<file path="src/hdl/asm_defs.vh">
/*
  Constants for the asynchronous static-memory timing controller:
  register byte offsets, field positions and reset values.
  Assumes inclusion by the controller and its bench; definitions only.
*/
`ifndef ASM_DEFS_VH
`define ASM_DEFS_VH

// register byte offsets on the AXI4-Lite bus
`define ASM_OFS_CTRL        4'h0
`define ASM_OFS_RTIM        4'h4
`define ASM_OFS_WTIM        4'h8
`define ASM_OFS_STAT        4'hC

// bank_control fields
`define ASM_CTL_BANK_EN     0
`define ASM_CTL_MUX_EN      1
`define ASM_CTL_MEMORY_TYPE_LO     2
`define ASM_CTL_MEMORY_TYPE_HI     3
`define ASM_CTL_FACC_EN     6
`define ASM_CTL_BURST_EN    8
`define ASM_CTL_WAIT_POL    9
`define ASM_CTL_EXT_MODE    14
`define ASM_CTL_ASYNC_WAIT  15

// timing register fields
`define ASM_TIM_ADDR_SETUP_CYCLES_LO   0
`define ASM_TIM_ADDR_SETUP_CYCLES_HI   3
`define ASM_TIM_DATA_PHASE_CYCLES_LO   8
`define ASM_TIM_DATA_PHASE_CYCLES_HI   15
`define ASM_TIM_ACCESS_MODE_FIELD_LO   28
`define ASM_TIM_ACCESS_MODE_FIELD_HI   29

// access-mode field encodings
`define ASM_ACC_MODE_A      2'h0
`define ASM_ACC_MODE_B      2'h1
`define ASM_ACC_MODE_C      2'h2

// reset values
`define ASM_CTRL_RESET      32'h0000_0000
`define ASM_RTIM_RESET      32'h0000_FF0F
`define ASM_WTIM_RESET      32'h0000_FF0F

// AXI responses
`define ASM_RESP_OKAY       2'h0
`define ASM_RESP_DECERR     2'h3

`endif

</file>
<file path="src/hdl/asm_ctrl.v">
/*
  Asynchronous static-memory controller (SRAM, PSRAM, non-multiplexed
  NOR flash), timing modes 2, A, B and C, with an AXI4-Lite register slave.
  Assumes one clock aclk, synchronous active-low aresetn, memory pins and
  the wait input sampled as synchronous to aclk; no clock goes to memory.
*/
`timescale 1ns/10ps
`include "asm_defs.vh"

module asm_ctrl #(
  parameter AW = 24,
  parameter DW = 16
) (
  input  wire          aclk,
  input  wire          aresetn,
  // AXI4-Lite slave
  input  wire [3:0]    s_axi_awaddr,
  input  wire          s_axi_awvalid,
  output wire          s_axi_awready,
  input  wire [31:0]   s_axi_wdata,
  input  wire [3:0]    s_axi_wstrb,
  input  wire          s_axi_wvalid,
  output wire          s_axi_wready,
  output reg  [1:0]    s_axi_bresp,
  output reg           s_axi_bvalid,
  input  wire          s_axi_bready,
  input  wire [3:0]    s_axi_araddr,
  input  wire          s_axi_arvalid,
  output wire          s_axi_arready,
  output reg  [31:0]   s_axi_rdata,
  output reg  [1:0]    s_axi_rresp,
  output reg           s_axi_rvalid,
  input  wire          s_axi_rready,
  // internal access request and response
  input  wire          mem_req_valid,
  output wire          mem_req_ready,
  input  wire          mem_req_write,
  input  wire [AW-1:0] mem_req_addr,
  input  wire [DW-1:0] mem_req_wdata,
  input  wire [1:0]    mem_req_be,
  output reg           mem_rsp_valid,
  output reg  [DW-1:0] mem_rsp_rdata,
  // memory pins
  output reg           bank_select_n,
  output reg           read_strobe_n,
  output reg           write_strobe_n,
  output reg           address_valid_strobe_n,
  output reg  [1:0]    byte_lane_select_n,
  output reg  [AW-1:0] mem_addr,
  output reg  [DW-1:0] mem_dq_o,
  output reg           mem_dq_oe,
  input  wire [DW-1:0] mem_dq_i,
  input  wire          mem_wait
);

  localparam ST_IDLE = 2'h0;
  localparam ST_ADDR = 2'h1;
  localparam ST_DATA = 2'h2;

  reg [31:0]   ctrl_reg;
  reg [31:0]   rtim_reg;
  reg [31:0]   wtim_reg;
  reg          aw_have_reg;
  reg [3:0]    aw_addr_reg;
  reg          w_have_reg;
  reg [31:0]   w_data_reg;
  reg [3:0]    w_strb_reg;

  reg [1:0]    state_reg;
  reg [1:0]    state_next;
  reg [8:0]    cnt_reg;
  reg [8:0]    cnt_next;
  reg [8:0]    dcnt_reg;
  reg          wr_reg;
  reg          oe_pulse_reg;
  reg          adv_pulse_reg;
  reg [1:0]    be_reg;
  reg [1:0]    last_mode_reg;

  // merge written bytes into a register under the strobes
  function [31:0] wmerge;
    input [31:0] old;
    input [31:0] data;
    input [3:0]  strb;
    integer i;
    begin
      wmerge = old;
      for (i = 0; i < 4; i = i + 1) begin
        if (strb[i])
          wmerge[i*8 +: 8] = data[i*8 +: 8];
      end
    end
  endfunction

  // register file decode shared by read and write paths
  function mapped;
    input [3:0] a;
    begin
      mapped = (a == `ASM_OFS_CTRL) || (a == `ASM_OFS_RTIM) ||
               (a == `ASM_OFS_WTIM) || (a == `ASM_OFS_STAT);
    end
  endfunction

  // AXI4-Lite write channel: address and data accepted in either order
  wire do_write = aw_have_reg && w_have_reg && !s_axi_bvalid;
  assign s_axi_awready = !aw_have_reg;
  assign s_axi_wready  = !w_have_reg;

  always @(posedge aclk) begin
    if (!aresetn) begin
      aw_have_reg  <= 1'b0;
      aw_addr_reg  <= 4'h0;
      w_have_reg   <= 1'b0;
      w_data_reg   <= 32'h0000_0000;
      w_strb_reg   <= 4'h0;
      s_axi_bvalid <= 1'b0;
      s_axi_bresp  <= `ASM_RESP_OKAY;
      ctrl_reg     <= `ASM_CTRL_RESET;
      rtim_reg     <= `ASM_RTIM_RESET;
      wtim_reg     <= `ASM_WTIM_RESET;
    end else begin
      if (s_axi_awvalid && !aw_have_reg) begin
        aw_have_reg <= 1'b1;
        aw_addr_reg <= {s_axi_awaddr[3:2], 2'h0};
      end
      if (s_axi_wvalid && !w_have_reg) begin
        w_have_reg <= 1'b1;
        w_data_reg <= s_axi_wdata;
        w_strb_reg <= s_axi_wstrb;
      end
      if (do_write) begin
        aw_have_reg  <= 1'b0;
        w_have_reg   <= 1'b0;
        s_axi_bvalid <= 1'b1;
        s_axi_bresp  <= mapped(aw_addr_reg) ? `ASM_RESP_OKAY
                                            : `ASM_RESP_DECERR;
        case (aw_addr_reg)
          `ASM_OFS_CTRL: ctrl_reg <= wmerge(ctrl_reg, w_data_reg, w_strb_reg);
          `ASM_OFS_RTIM: rtim_reg <= wmerge(rtim_reg, w_data_reg, w_strb_reg);
          `ASM_OFS_WTIM: wtim_reg <= wmerge(wtim_reg, w_data_reg, w_strb_reg);
          default: ;
        endcase
      end else if (s_axi_bvalid && s_axi_bready) begin
        s_axi_bvalid <= 1'b0;
      end
    end
  end

  // AXI4-Lite read channel
  assign s_axi_arready = !s_axi_rvalid;
  wire [31:0] stat_word = {28'h0000000, last_mode_reg,
                           state_reg != ST_IDLE, ctrl_reg[`ASM_CTL_EXT_MODE]};

  always @(posedge aclk) begin
    if (!aresetn) begin
      s_axi_rvalid <= 1'b0;
      s_axi_rdata  <= 32'h0000_0000;
      s_axi_rresp  <= `ASM_RESP_OKAY;
    end else if (s_axi_arvalid && !s_axi_rvalid) begin
      s_axi_rvalid <= 1'b1;
      s_axi_rresp  <= mapped({s_axi_araddr[3:2], 2'h0}) ? `ASM_RESP_OKAY
                                                        : `ASM_RESP_DECERR;
      case ({s_axi_araddr[3:2], 2'h0})
        `ASM_OFS_CTRL: s_axi_rdata <= ctrl_reg;
        `ASM_OFS_RTIM: s_axi_rdata <= rtim_reg;
        `ASM_OFS_WTIM: s_axi_rdata <= wtim_reg;
        `ASM_OFS_STAT: s_axi_rdata <= stat_word;
        default:       s_axi_rdata <= 32'h0000_0000;
      endcase
    end else if (s_axi_rvalid && s_axi_rready) begin
      s_axi_rvalid <= 1'b0;
    end
  end

  // timing selection for the request being offered
  wire       ext_mode = ctrl_reg[`ASM_CTL_EXT_MODE];
  // write timing register ignored entirely unless extended
  wire [31:0] tim_sel = (mem_req_write && ext_mode) ? wtim_reg : rtim_reg;
  wire [1:0] acc_mode = tim_sel[`ASM_TIM_ACCESS_MODE_FIELD_HI:`ASM_TIM_ACCESS_MODE_FIELD_LO];
  wire [3:0] addr_setup_cycles   = tim_sel[`ASM_TIM_ADDR_SETUP_CYCLES_HI:`ASM_TIM_ADDR_SETUP_CYCLES_LO];
  wire [7:0] data_phase_cycles   = tim_sel[`ASM_TIM_DATA_PHASE_CYCLES_HI:`ASM_TIM_DATA_PHASE_CYCLES_LO];
  // read strobe toggles only in modes A and C
  wire oe_pulse  = ext_mode && (acc_mode == `ASM_ACC_MODE_A ||
                                acc_mode == `ASM_ACC_MODE_C);
  // address-valid pulses in modes 2, B and C
  wire adv_pulse = !ext_mode || (acc_mode != `ASM_ACC_MODE_A);

  // a zero count still gives one cycle so the access cannot hang
  wire [8:0] addr_cycles = (addr_setup_cycles == 4'h0) ? 9'h001 : {5'h00, addr_setup_cycles};
  wire [8:0] data_cycles = mem_req_write ? ({1'b0, data_phase_cycles} + 9'h001)
                         : ((data_phase_cycles == 8'h00) ? 9'h001
                                              : {1'b0, data_phase_cycles});

  // wait is only honoured when enabled; polarity has no effect otherwise
  wire wait_on = ctrl_reg[`ASM_CTL_ASYNC_WAIT] &&
                 (mem_wait == ctrl_reg[`ASM_CTL_WAIT_POL]);

  assign mem_req_ready = (state_reg == ST_IDLE) &&
                         ctrl_reg[`ASM_CTL_BANK_EN];
  wire start = mem_req_valid && mem_req_ready;

  always @* begin
    state_next = state_reg;
    cnt_next   = cnt_reg;
    case (state_reg)
      ST_IDLE: begin
        if (start) begin
          state_next = ST_ADDR;
          cnt_next   = addr_cycles;
        end
      end
      ST_ADDR: begin
        // address phase is never stretched by wait
        if (cnt_reg == 9'h001) begin
          state_next = ST_DATA;
          cnt_next   = dcnt_reg;
        end else begin
          cnt_next = cnt_reg - 9'h001;
        end
      end
      ST_DATA: begin
        if (wait_on) begin
          cnt_next = cnt_reg;
        end else if (cnt_reg == 9'h001) begin
          state_next = ST_IDLE;
        end else begin
          cnt_next = cnt_reg - 9'h001;
        end
      end
      default: begin
        state_next = ST_IDLE;
        cnt_next   = 9'h000;
      end
    endcase
  end

  wire last_data = (state_reg == ST_DATA) && !wait_on &&
                   (cnt_reg == 9'h001);

  always @(posedge aclk) begin
    if (!aresetn) begin
      state_reg     <= ST_IDLE;
      cnt_reg       <= 9'h000;
      dcnt_reg      <= 9'h000;
      wr_reg        <= 1'b0;
      oe_pulse_reg  <= 1'b0;
      adv_pulse_reg <= 1'b0;
      be_reg        <= 2'h0;
      last_mode_reg <= 2'h0;
      mem_addr      <= {AW{1'b0}};
      mem_dq_o      <= {DW{1'b0}};
      mem_rsp_valid <= 1'b0;
      mem_rsp_rdata <= {DW{1'b0}};
    end else begin
      state_reg     <= state_next;
      cnt_reg       <= cnt_next;
      mem_rsp_valid <= 1'b0;
      if (start) begin
        // timing and strobe settings are frozen per access; later register writes apply
        // from the next access on, except wait enable and polarity, which act at once
        dcnt_reg      <= data_cycles;
        wr_reg        <= mem_req_write;
        oe_pulse_reg  <= oe_pulse;
        adv_pulse_reg <= adv_pulse;
        // reads drive both byte lanes active
        be_reg        <= mem_req_write ? mem_req_be : 2'h3;
        last_mode_reg <= acc_mode;
        mem_addr      <= mem_req_addr;
        mem_dq_o      <= mem_req_wdata;
      end
      if (last_data) begin
        // sampled while bank select is still low
        mem_rsp_valid <= 1'b1;
        if (!wr_reg)
          mem_rsp_rdata <= mem_dq_i;
      end
    end
  end

  // pin levels follow the next state so every pin is a flip-flop
  wire       in_addr_next = (state_next == ST_ADDR);
  wire       in_data_next = (state_next == ST_DATA);
  wire       busy_next    = in_addr_next || in_data_next;
  wire       wr_next      = (state_reg == ST_IDLE) ? mem_req_write : wr_reg;
  wire       oep_next     = (state_reg == ST_IDLE) ? oe_pulse : oe_pulse_reg;
  wire       advp_next    = (state_reg == ST_IDLE) ? adv_pulse : adv_pulse_reg;
  wire [1:0] be_next      = (state_reg == ST_IDLE)
                          ? (mem_req_write ? mem_req_be : 2'h3) : be_reg;

  always @(posedge aclk) begin
    if (!aresetn) begin
      bank_select_n          <= 1'b1;
      read_strobe_n          <= 1'b1;
      write_strobe_n         <= 1'b1;
      address_valid_strobe_n <= 1'b1;
      byte_lane_select_n     <= 2'h3;
      mem_dq_oe              <= 1'b0;
    end else begin
      bank_select_n          <= !busy_next;
      read_strobe_n          <= !(busy_next && !wr_next &&
                                  (in_data_next || !oep_next));
      // last write data cycle keeps strobe high for hold time
      write_strobe_n         <= !(in_data_next && wr_next &&
                                  cnt_next != 9'h001);
      address_valid_strobe_n <= !(in_addr_next && advp_next);
      byte_lane_select_n     <= busy_next ? ~be_next : 2'h3;
      mem_dq_oe              <= busy_next && wr_next;
    end
  end

endmodule

</file>
<file path="config.mk">
export PLATFORM = sky130hd
export DESIGN_NAME = asm_ctrl
export DESIGN_NICKNAME = d
export VERILOG_FILES = /design/src/hdl/asm_ctrl.v
export VERILOG_INCLUDE_DIRS = /design/src /design/src/hdl
export SDC_FILE = /design/constraint.sdc
export NUM_CORES = 1
export LEC_CHECK = 0
export BUFFER_PORTS_ARGS = -buffer_cell sky130_fd_sc_hd__buf_2
export CAP_MARGIN = 20
export CORE_UTILIZATION = 30
export CTS_CLUSTER_SIZE = 16
export DETAILED_ROUTE_END_ITERATION = 8
export MAX_ROUTING_LAYER = met4
export PLACE_DENSITY_LB_ADDON = 0.2
export SETUP_SLACK_MARGIN = 0.05
export SLEW_MARGIN = 10
export SYNTH_ARGS = -nofsm -noshare
export SYNTH_HDL_FRONTEND = slang
export SYNTH_SLANG_ARGS = --single-unit
</file>
<file path="constraint.sdc">
create_clock -name aclk -period 3.6 [get_ports aclk]
set_clock_uncertainty 0.1 [all_clocks]
set_input_delay 0 -clock aclk [delete_from_list [all_inputs] [get_ports aclk]]
set_output_delay 0 -clock aclk [all_outputs]
set_load 0.01 [all_outputs]
</file>
After elaboration in Yosys (flattened, before gate mapping)
Index checks and enable logic that the tools add are counted.

Register bits after elaboration: 265. Bits of input ports: 112. Output and inout bits: 106. Word-level logic and storage cells: 153.

$add $sub $neg: 2. Equal/unequal tests: 14. Muxes and demuxes: 27. Bitwise operators: 3. Reduce and logical (&&, ||, !) cells: 67.

Operators with widths (count): case mux 32 bit (4 select lines) (1); two-way mux 9 bit (5); AND reduction 3 bit (12); two-way mux 30 bit (1); case mux 9 bit (3 select lines) (1); logical AND 1 bit (20); two-way mux 2 bit (8); equality test 2 bit (second input constant) (7); zero test 1 bit (12); logical OR 1 bit (10); adder 8 x 1 -> 9 bit (second input constant) (1); equality test 9 x 1 -> 1 bit (second input constant) (1); != test 9 x 1 -> 1 bit (second input constant) (1); subtractor 9 x 1 -> 9 bit (second input constant) (1); equality test 2 x 1 -> 1 bit (second input constant) (4); zero test 4 bit (2); zero test 8 bit (1); two-way mux 1 bit (8); two-way mux 8 bit (1); nonzero test 2 bit (4); zero test 2 bit (3); case mux 2 bit (3 select lines) (1); two-way mux 4 bit (1); AND reduction 2 bit (2); other kinds (4) (5).

Depth between registers and ports, before layout
Gate-level depths: netlist of the first run.

Depth after elaboration: 10. Depth in mapped cells: 11. Depth with buffers taken out: 11.

Least setup slack after synthesis of the first run
OpenSTA, ideal clock, no wires.

Path type: register -> register. Start: register cnt_reg[0]. End: register byte_lane_select_n[0]. Arrival time: 2092 ps. Data required time: 3367 ps. Setup slack: 1275 ps. Stages on the path, launching flop included: 9. Path buffers: 0. Clock period less this slack: 2325 ps. Cell sequence: dfxtp_1 -> ha_1 -> or4b_4 -> nor3_2 -> a21oi_1 -> inv_1 -> ha_1 -> nor2b_1 -> o211ai_1.

Cells in the longest elaborated chain, start to end: 7. Elaborated cells between the ends (all ways): 9.

RTL lines: from (decl) (line asm_ctrl.v:71) `reg [8:0] cnt_reg;`; from (signal assigned) (line asm_ctrl.v:256) `cnt_reg <= cnt_next;`; equality test 9 x 1 -> 1 bit * (line asm_ctrl.v:214, asm_ctrl.v:224); two-way mux 2 bit (line asm_ctrl.v:224) `end else if (cnt_reg == 9'h001) begin`; two-way mux 2 bit (line asm_ctrl.v:222) `if (wait_on) begin`; case mux 2 bit (3 select lines) * (line asm_ctrl.v:205) `case (state_reg)`; net state_next[1] (line asm_ctrl.v:70) `reg [1:0] state_next;`; equality test 2 x 1 -> 1 bit / equality test 2 bit (equally long branches) (line asm_ctrl.v:281, asm_ctrl.v:282); logical OR 1 bit * (line asm_ctrl.v:283) `wire busy_next = in_addr_next || in_data_next;`; AND reduction 2 bit (no line) *; to (signal assigned) (line asm_ctrl.v:306) `byte_lane_select_n <= busy_next ? ~be_next : 2'h3;`; to (decl) (line asm_ctrl.v:48) `output reg [1:0] byte_lane_select_n,`.

Mark *: on every way through the listed nets, which the timed path passes. The rest lies on a longest branch. A chain may end at the register's enable or synchronous reset.

Final worst setup path of the first run
Start: register cnt_reg[0]. End: register byte_lane_select_n[1].

The elaborated chain is that of the path after synthesis.

==> run summary, run 1 <==
status -> completed
setup violators final -> 0
type of the worst min-delay path -> in2reg
Avg Cell Area, Syn -> 8.535 um2
Initial Util -> 30.54%
dpl hpwl -> 21390 um
Worst path slowest cell -> dlygate4sd3_1
Buffers on Ports -> 213
Final WS setup -> 0.4228 ns
Area Overhead vs Synth -> 34.62%
synth cell count leaders -> nand2_1, dfxtp_1, a21boi_0, nand3_1, clkbuf_1
nets@finish -> 1744
Clock transition at path regs -> 0.06 ns
layout cells sized above 1 -> 18.46%
Post-Place Cells -> 1920
vias per cell -> 4.824
Unique masters post-synth -> 63
GRT Resource Usage Total -> 18.04%
buffer levels on the longest clock path -> 3
critical path fanouts, max -> 9
met2 Use GR -> 30.05%
clk sinks -> 263
commonest register cell after synthesis -> dfxtp_1
sequential area share after synthesis -> 46.98%
synth top area cells -> dfxtp_1, nand2_1, a21boi_0
Post-DRT Antenna Nets -> 0
Worst slew margin -> 37.79%
chip width -> 195.3 um
Synth Instances -> 1313
GRT busiest layer -> met2
placed cell areas -> 12700 um2
Placeable Area -> 36700 um2
detailed-router iteration count before antenna repair -> 5
Lkg Pwr -> 0.006377 uW
Finished Cell Area -> 15090 um2
met3 usage -> 2.694%
Initial DRC Count -> 462
Max-cap violations -> 0
setup TNS -> 0 ns
Final Critical Period -> 3.177 ns
met1 usage -> 22.92%
Final Slew Violations -> 0
hold slack -> 0.08646 ns
Power Density -> 434.1 nW/um2
slowest stage delay, CP -> 0.56 ns
Worst EP required -> 3.95 ns
Cell Chain, Critical Path -> ha_1 > or4b_4 > nor2_8 > nand2_1 > a21oi_1 > inv_1 > ha_1 > nor2b_1 > o211ai_1 > dlygate4sd3_1
f_max -> 0.3147 GHz
first-pass GRT wire length -> 54170 um
diodes inserted -> 0
worst path arrival time -> 3.53 ns
RSZ-0062 raised after global routing -> no
count leader, synth -> nand2_1
Post CTS Setup Buffer Count -> 0
post-CTS sizing -> 0
final hold vios -> 0
vias -> 10.20k
CTS tree -> yes
number of global-route vias before repair -> 10.11k
H-tree depth -> 1
IO Pins -> 218
Crit path max-delay family -> simple AND/OR/NAND/NOR gates
crit start category -> flip-flop
CP endpoint kind -> flip-flop
CTS root buf -> clkbuf_16
Clock Latency Late Sink -> 0.57 ns
R2R setup slack -> 0.42 ns
drt wl/cell -> 15.90 um
Least-Margin Pin Slew -> 0.9319 ns
chip height -> 195.3 um
Yosys top cell area share -> 46.98%
Crit Path Class -> reg2reg
hold path cells -> 4
leading area contributor after synthesis -> dfxtp_1
WP buf/inv -> 2
Crit path depth -> 10
Total Wirelength -> 33630 um
num rows -> 70
syn_nets -> 1431
antenna violations before repair -> 0
cts bufs inserted -> 31
maximum VDD drop -> 351.8 uV
Post-synth EDFFs -> 0
Final Instance Count excl. Fillers -> 2115
drt drc -> 0
final worst-path cycle share -> 88.26%
FFs w/ async S/R, synth -> 0%
largest net degree at the start of global routing -> 121
GRT overflow -> 0
Syn Std Cell Area -> 11210 um2
Reg2Reg Depth -> 10
RePlAce Congestion -> 0.8454
#FFs+latches synth -> 263
pre-CTS WS -> 0.9596 ns
Worst path most repeated cell -> ha_1
die footprint -> 38130 um2
synth warn -> 0
==> report_power, final <==
part	switching [uW]	total [uW]	internal (uW)
clock network	1220	3020	1800
registers	55.0	3020	2970
logic	254	502	248
==> timing repair <==
| action | 4_1_cts | 5_1_grt |
|---|---|---|
| setup endpoints to repair | 0 | 0 |
| hold buffers | 141 | 0 |
| endpoints found under the hold margin | 152 | 0 |
==> cell usage in the layout (no fill, tap or decap), types with 11 or more instances in the layout <==
cell / netlist / routed
clkbuf_16: 0 / 31
a21boi_1: 14 / 14
and2_1: 11 / 11
a21boi_0: 162 / 162
nand3_1: 108 / 107
inv_1: 13 / 13
o211a_1: 33 / 33
buf_4: 2 / 25
nand2_1: 379 / 378
dlygate4sd3_1: 0 / 141
dfxtp_1: 263 / 263
mux2i_1: 40 / 40
clkbuf_1: 81 / 12
o211ai_1: 32 / 32
buf_2: 12 / 212
nor2_1: 22 / 22
o21ai_0: 12 / 12
==> kinds of logic (layout without fill, tap and decap cells) <==
kind of cell | after synthesis | after routing | share of synthesized area (%)
AO/OA/AOI/OAI | 296 | 296 | 20.46
XOR/XNOR | 9 | 9 | 0.7034
adder cells (fa/ha/maj) | 6 | 6 | 0.6698
buffers and inverters | 113 | 447 | 4.053
flip-flops | 263 | 263 | 46.98
multiplexers | 44 | 44 | 4.376
AND/OR/NAND/NOR | 582 | 582 | 22.75
==> per-layer routing <==
metal,wire length (um),vias up
met5,0,-
met4,487,0
met3,1499,30
met2,15680,235
met1,15970,4785
li1,-,5153
==> worst paths after layout <==
| path | from | to |
|---|---|---|
| worst max-delay path | cnt_reg[0] | byte_lane_select_n[1] |
| worst min-delay path | s_axi_awvalid | aw_have_reg |
| worst max register to register | cnt_reg[0] | byte_lane_select_n[1] |
| worst min register to register | mem_rsp_rdata[13] | mem_rsp_rdata[13] |
==> metrics by stage <==
step           total power [uW]  utilization [%]
2_1_floorplan              3307                -
3_3_place_gp               3504            34.62
3_5_place_dp               3507            34.62
4_1_cts                    6668            41.11
5_1_grt                    6851            41.11
6_report                   6550            41.11
==> layout make-up <==
cell class | instances | area, um2
fillers | 3722 | 21610
multi-input cells | 937 | 5525
flip-flops and latches | 263 | 5265
repair buffers | 380 | 2691
clock buffers | 47 | 875.8
well taps | 468 | 585.6
clock inverters | 7 | 95.09
inverters | 13 | 48.80
==> worst register-to-register path, delay by kind of cell, from the launching register on <==
family	cells	cell delay, ns
fa+ha+maj	2	0.47
compound gates	2	0.33
buf+inv	2	0.65
flops	1	0.42
simple gates	4	1.09
Power figures use the tool's default switching activity.
==> run 2, diff against run 1 <==
--- a/config.mk
+++ b/config.mk
@@ -8,7 +8,7 @@
 export LEC_CHECK = 0
 export BUFFER_PORTS_ARGS = -buffer_cell sky130_fd_sc_hd__buf_2
 export CAP_MARGIN = 20
-export CORE_UTILIZATION = 30
+export CORE_UTILIZATION = 40
 export CTS_CLUSTER_SIZE = 16
 export DETAILED_ROUTE_END_ITERATION = 8
 export MAX_ROUTING_LAYER = met4
==> run 2 against run 1 <==
Net effect:
- largest cell class unchanged
- sequential share of layout area about the same
- wire length decreased by 4.8%
- largest power group is now clock
- critical path type unchanged
- count of clock-buffer cells in the layout decreased by 12
- total power increased by 2.7%
- hold slack got worse by 0.038 ns
==> run summary, run 2 (synthesis gave the netlist of run 1 again) <==
commonest non-fill, non-tap cell in the layout -> nand2_1
die footprint -> 28690 um2 (-25%)
chip width -> 169.4 um (-13%)
chip height -> 169.4 um (-13%)
Area Overhead vs Synth -> 34.71% (about the same)
diodes inserted -> 0 (unchanged)
Crit Path Class -> reg2reg
Endpoint, Worst Hold -> s_axi_rdata[14]
Metal-1 WL -> 14630 um (-8.4%)
final worst-path cycle share -> 77.89% (-10 points)
most frequent cells in the layout -> nand2_1, dfxtp_1, buf_2
antenna violations before repair -> 0 (unchanged)
Post-DRT Antenna Nets -> 0 (unchanged)
buffer levels on the longest clock path -> 3 (unchanged)
crit start category -> flip-flop
num rows -> 60 (-14%)
Final WS setup -> 0.7961 ns (+0.3733 ns)
Initial Util -> 41.12% (+11 points)
hold path cells -> 5 (+1)
FILL cells -> 2457 (-34%)
type of the worst min-delay path -> in2reg
setup violators final -> 0 (unchanged)
Max-cap violations -> 0 (unchanged)
H-tree depth -> 1 (unchanged)
number of global-route vias before repair -> 9726 (-3.8%)
clk sinks -> 263 (unchanged)
Initial DRC Count -> 590 (+28%)
hold slack -> 0.04821 ns (-0.03826 ns)
maximum VDD drop -> 351.8 uV (about the same)
RSZ-0062 raised after global routing -> no
WL met2 -> 15100 um (-3.7%)
Worst slew margin -> 33.75% (-4.0 points)
met3 WL post-DR -> 1466 um (-2.2%)
vias -> 10.25k (+0.45%)
Reg2Reg Depth -> 6 (-4)
Final Instance Count excl. Fillers -> 2021 (-4.4%)
IO Pins -> 218 (unchanged)
first-pass GRT wire length -> 50690 um (-6.4%)
drt drc -> 0 (unchanged)
GRT Resource Usage Total -> 22.45% (+4.4 points)
Placeable Area -> 27250 um2 (-26%)
pre-CTS WS -> 0.9517 ns (-0.007844 ns)
drt wl/cell -> 15.84 um (-0.40%)
Power Density -> 445.6 nW/um2 (+2.7%)
Buffers on Ports -> 213 (unchanged)
Lkg Pwr -> 0.006470 uW (+1.5%)
f_max -> 0.3566 GHz (+13%)
reg2reg end -> mem_rsp_rdata[0]
area occupied by multi-input gates -> 5523 um2 (about the same)
Total Wirelength -> 32010 um (-4.8%)
largest net degree at the start of global routing -> 138 (+14%)
DR top layer -> met4
Least-Margin Pin Slew -> 0.9884 ns (+0.05645 ns)
status -> completed
Post-Place Cells -> 1819 (-5.3%)
Clock Latency Late Sink -> 0.54 ns (-0.03 ns)
dpl hpwl -> 19200 um (-10%)
Final Slew Violations -> 0 (unchanged)
Clock transition at path regs -> 0.06 ns (about the same)
nets@finish -> 1747 (+0.17%)
r2r startpoint -> cnt_reg[0]
CTS tree -> yes
Final Critical Period -> 2.804 ns (-0.3733 ns)
Critical Path Start -> cnt_reg[0]
PnR Total Power -> 6728 uW (+2.7%)
GRT overflow -> 0 (unchanged)
layout cells sized above 1 -> 18.37% (-0.083 points)
CP endpoint kind -> flip-flop
critical path fanouts, max -> 16 (+7)
worst path arrival time -> 3.15 ns (-0.38 ns)
hold wc startpoint -> s_axi_araddr[3]
detailed-router iteration count before antenna repair -> 7 (+2)
sequential cell area -> 5265 um2 (unchanged)
R2R setup slack -> 0.80 ns (+0.37 ns)
cts bufs inserted -> 28 (-9.7%)
CTS root buf -> clkbuf_16
setup TNS -> 0 ns (unchanged)
RePlAce Congestion -> 0.8897 (+5.2%)
Worst EP required -> 3.94 ns (about the same)
vias per cell -> 5.071 (+5.1%)
final hold vios -> 0 (unchanged)
-- run 2: changes by cell type in the layout (fill, tap and decap cells not counted), sizes merged --
| cell | change |
|---|---|
| buf | -5 |
| inv | -1 |
| clkinv | +4 |
| dlygate4sd3 | +11 |
| clkbuf | -12 |
| bufinv | +5 |
-- run 2: timing repair --
item,CTS,global route
hold buffers,152,0
hold endpoints to repair,175,0
buffers inserted,0,0
gates resized for setup,0,0
-- run 2: worst max-delay path by stage --
stage                       endpoint  slack [ns]  cells after the start
6_report            mem_rsp_rdata[0]        0.80                      6
5_1_grt             mem_rsp_rdata[0]        0.44                      6
4_1_cts            mem_rsp_rdata[10]        0.92                      6
3_5_place_dp        mem_rsp_rdata[9]        0.95                      6
3_3_place_gp        mem_rsp_rdata[9]        1.02                      6
2_1_floorplan  byte_lane_select_n[0]        1.27                      8
-- run 2: stage by stage --
step / instance area (um2) / utilization (%)
3_3_place_gp: 12540 / 46.03
5_1_grt: 15100 / 55.40
6_report: 15100 / 55.40
4_1_cts: 15100 / 55.40
2_1_floorplan: 11210 / -
3_5_place_dp: 12540 / 46.03
-- run 2: where the power goes --
part	internal [uW]	leakage (uW)	switching, uW
registers	2970	0.00213	57.4
clock network	2020	0.000509	1180
logic	250	0.00383	245
-- run 2: critical path: stages, from the launching register on --
cell and delay (ns):
dfxtp_1 0.42, ha_1 0.20, nor4b_1 0.46, nand2_1 0.25
nor3_2 0.85, nand2_1 0.18, a21boi_0 0.27
-- run 2: per-layer routing --
metal,up-vias,track usage (%)
met3,54,3.195
met1,4781,28.26
met5,-,-
met4,0,6.659
met2,270,37.32
li1,5144,-
-- run 2: cell type report --
type | count | share of cell area [%]
multi-input combinational | 937 | 36.58
tap | 372 | 3.083
sequential | 263 | 34.87
timing repair buffer | 386 | 18.31
clock inverter | 15 | 1.674
clock buffer | 35 | 5.155
inverter | 13 | 0.3232
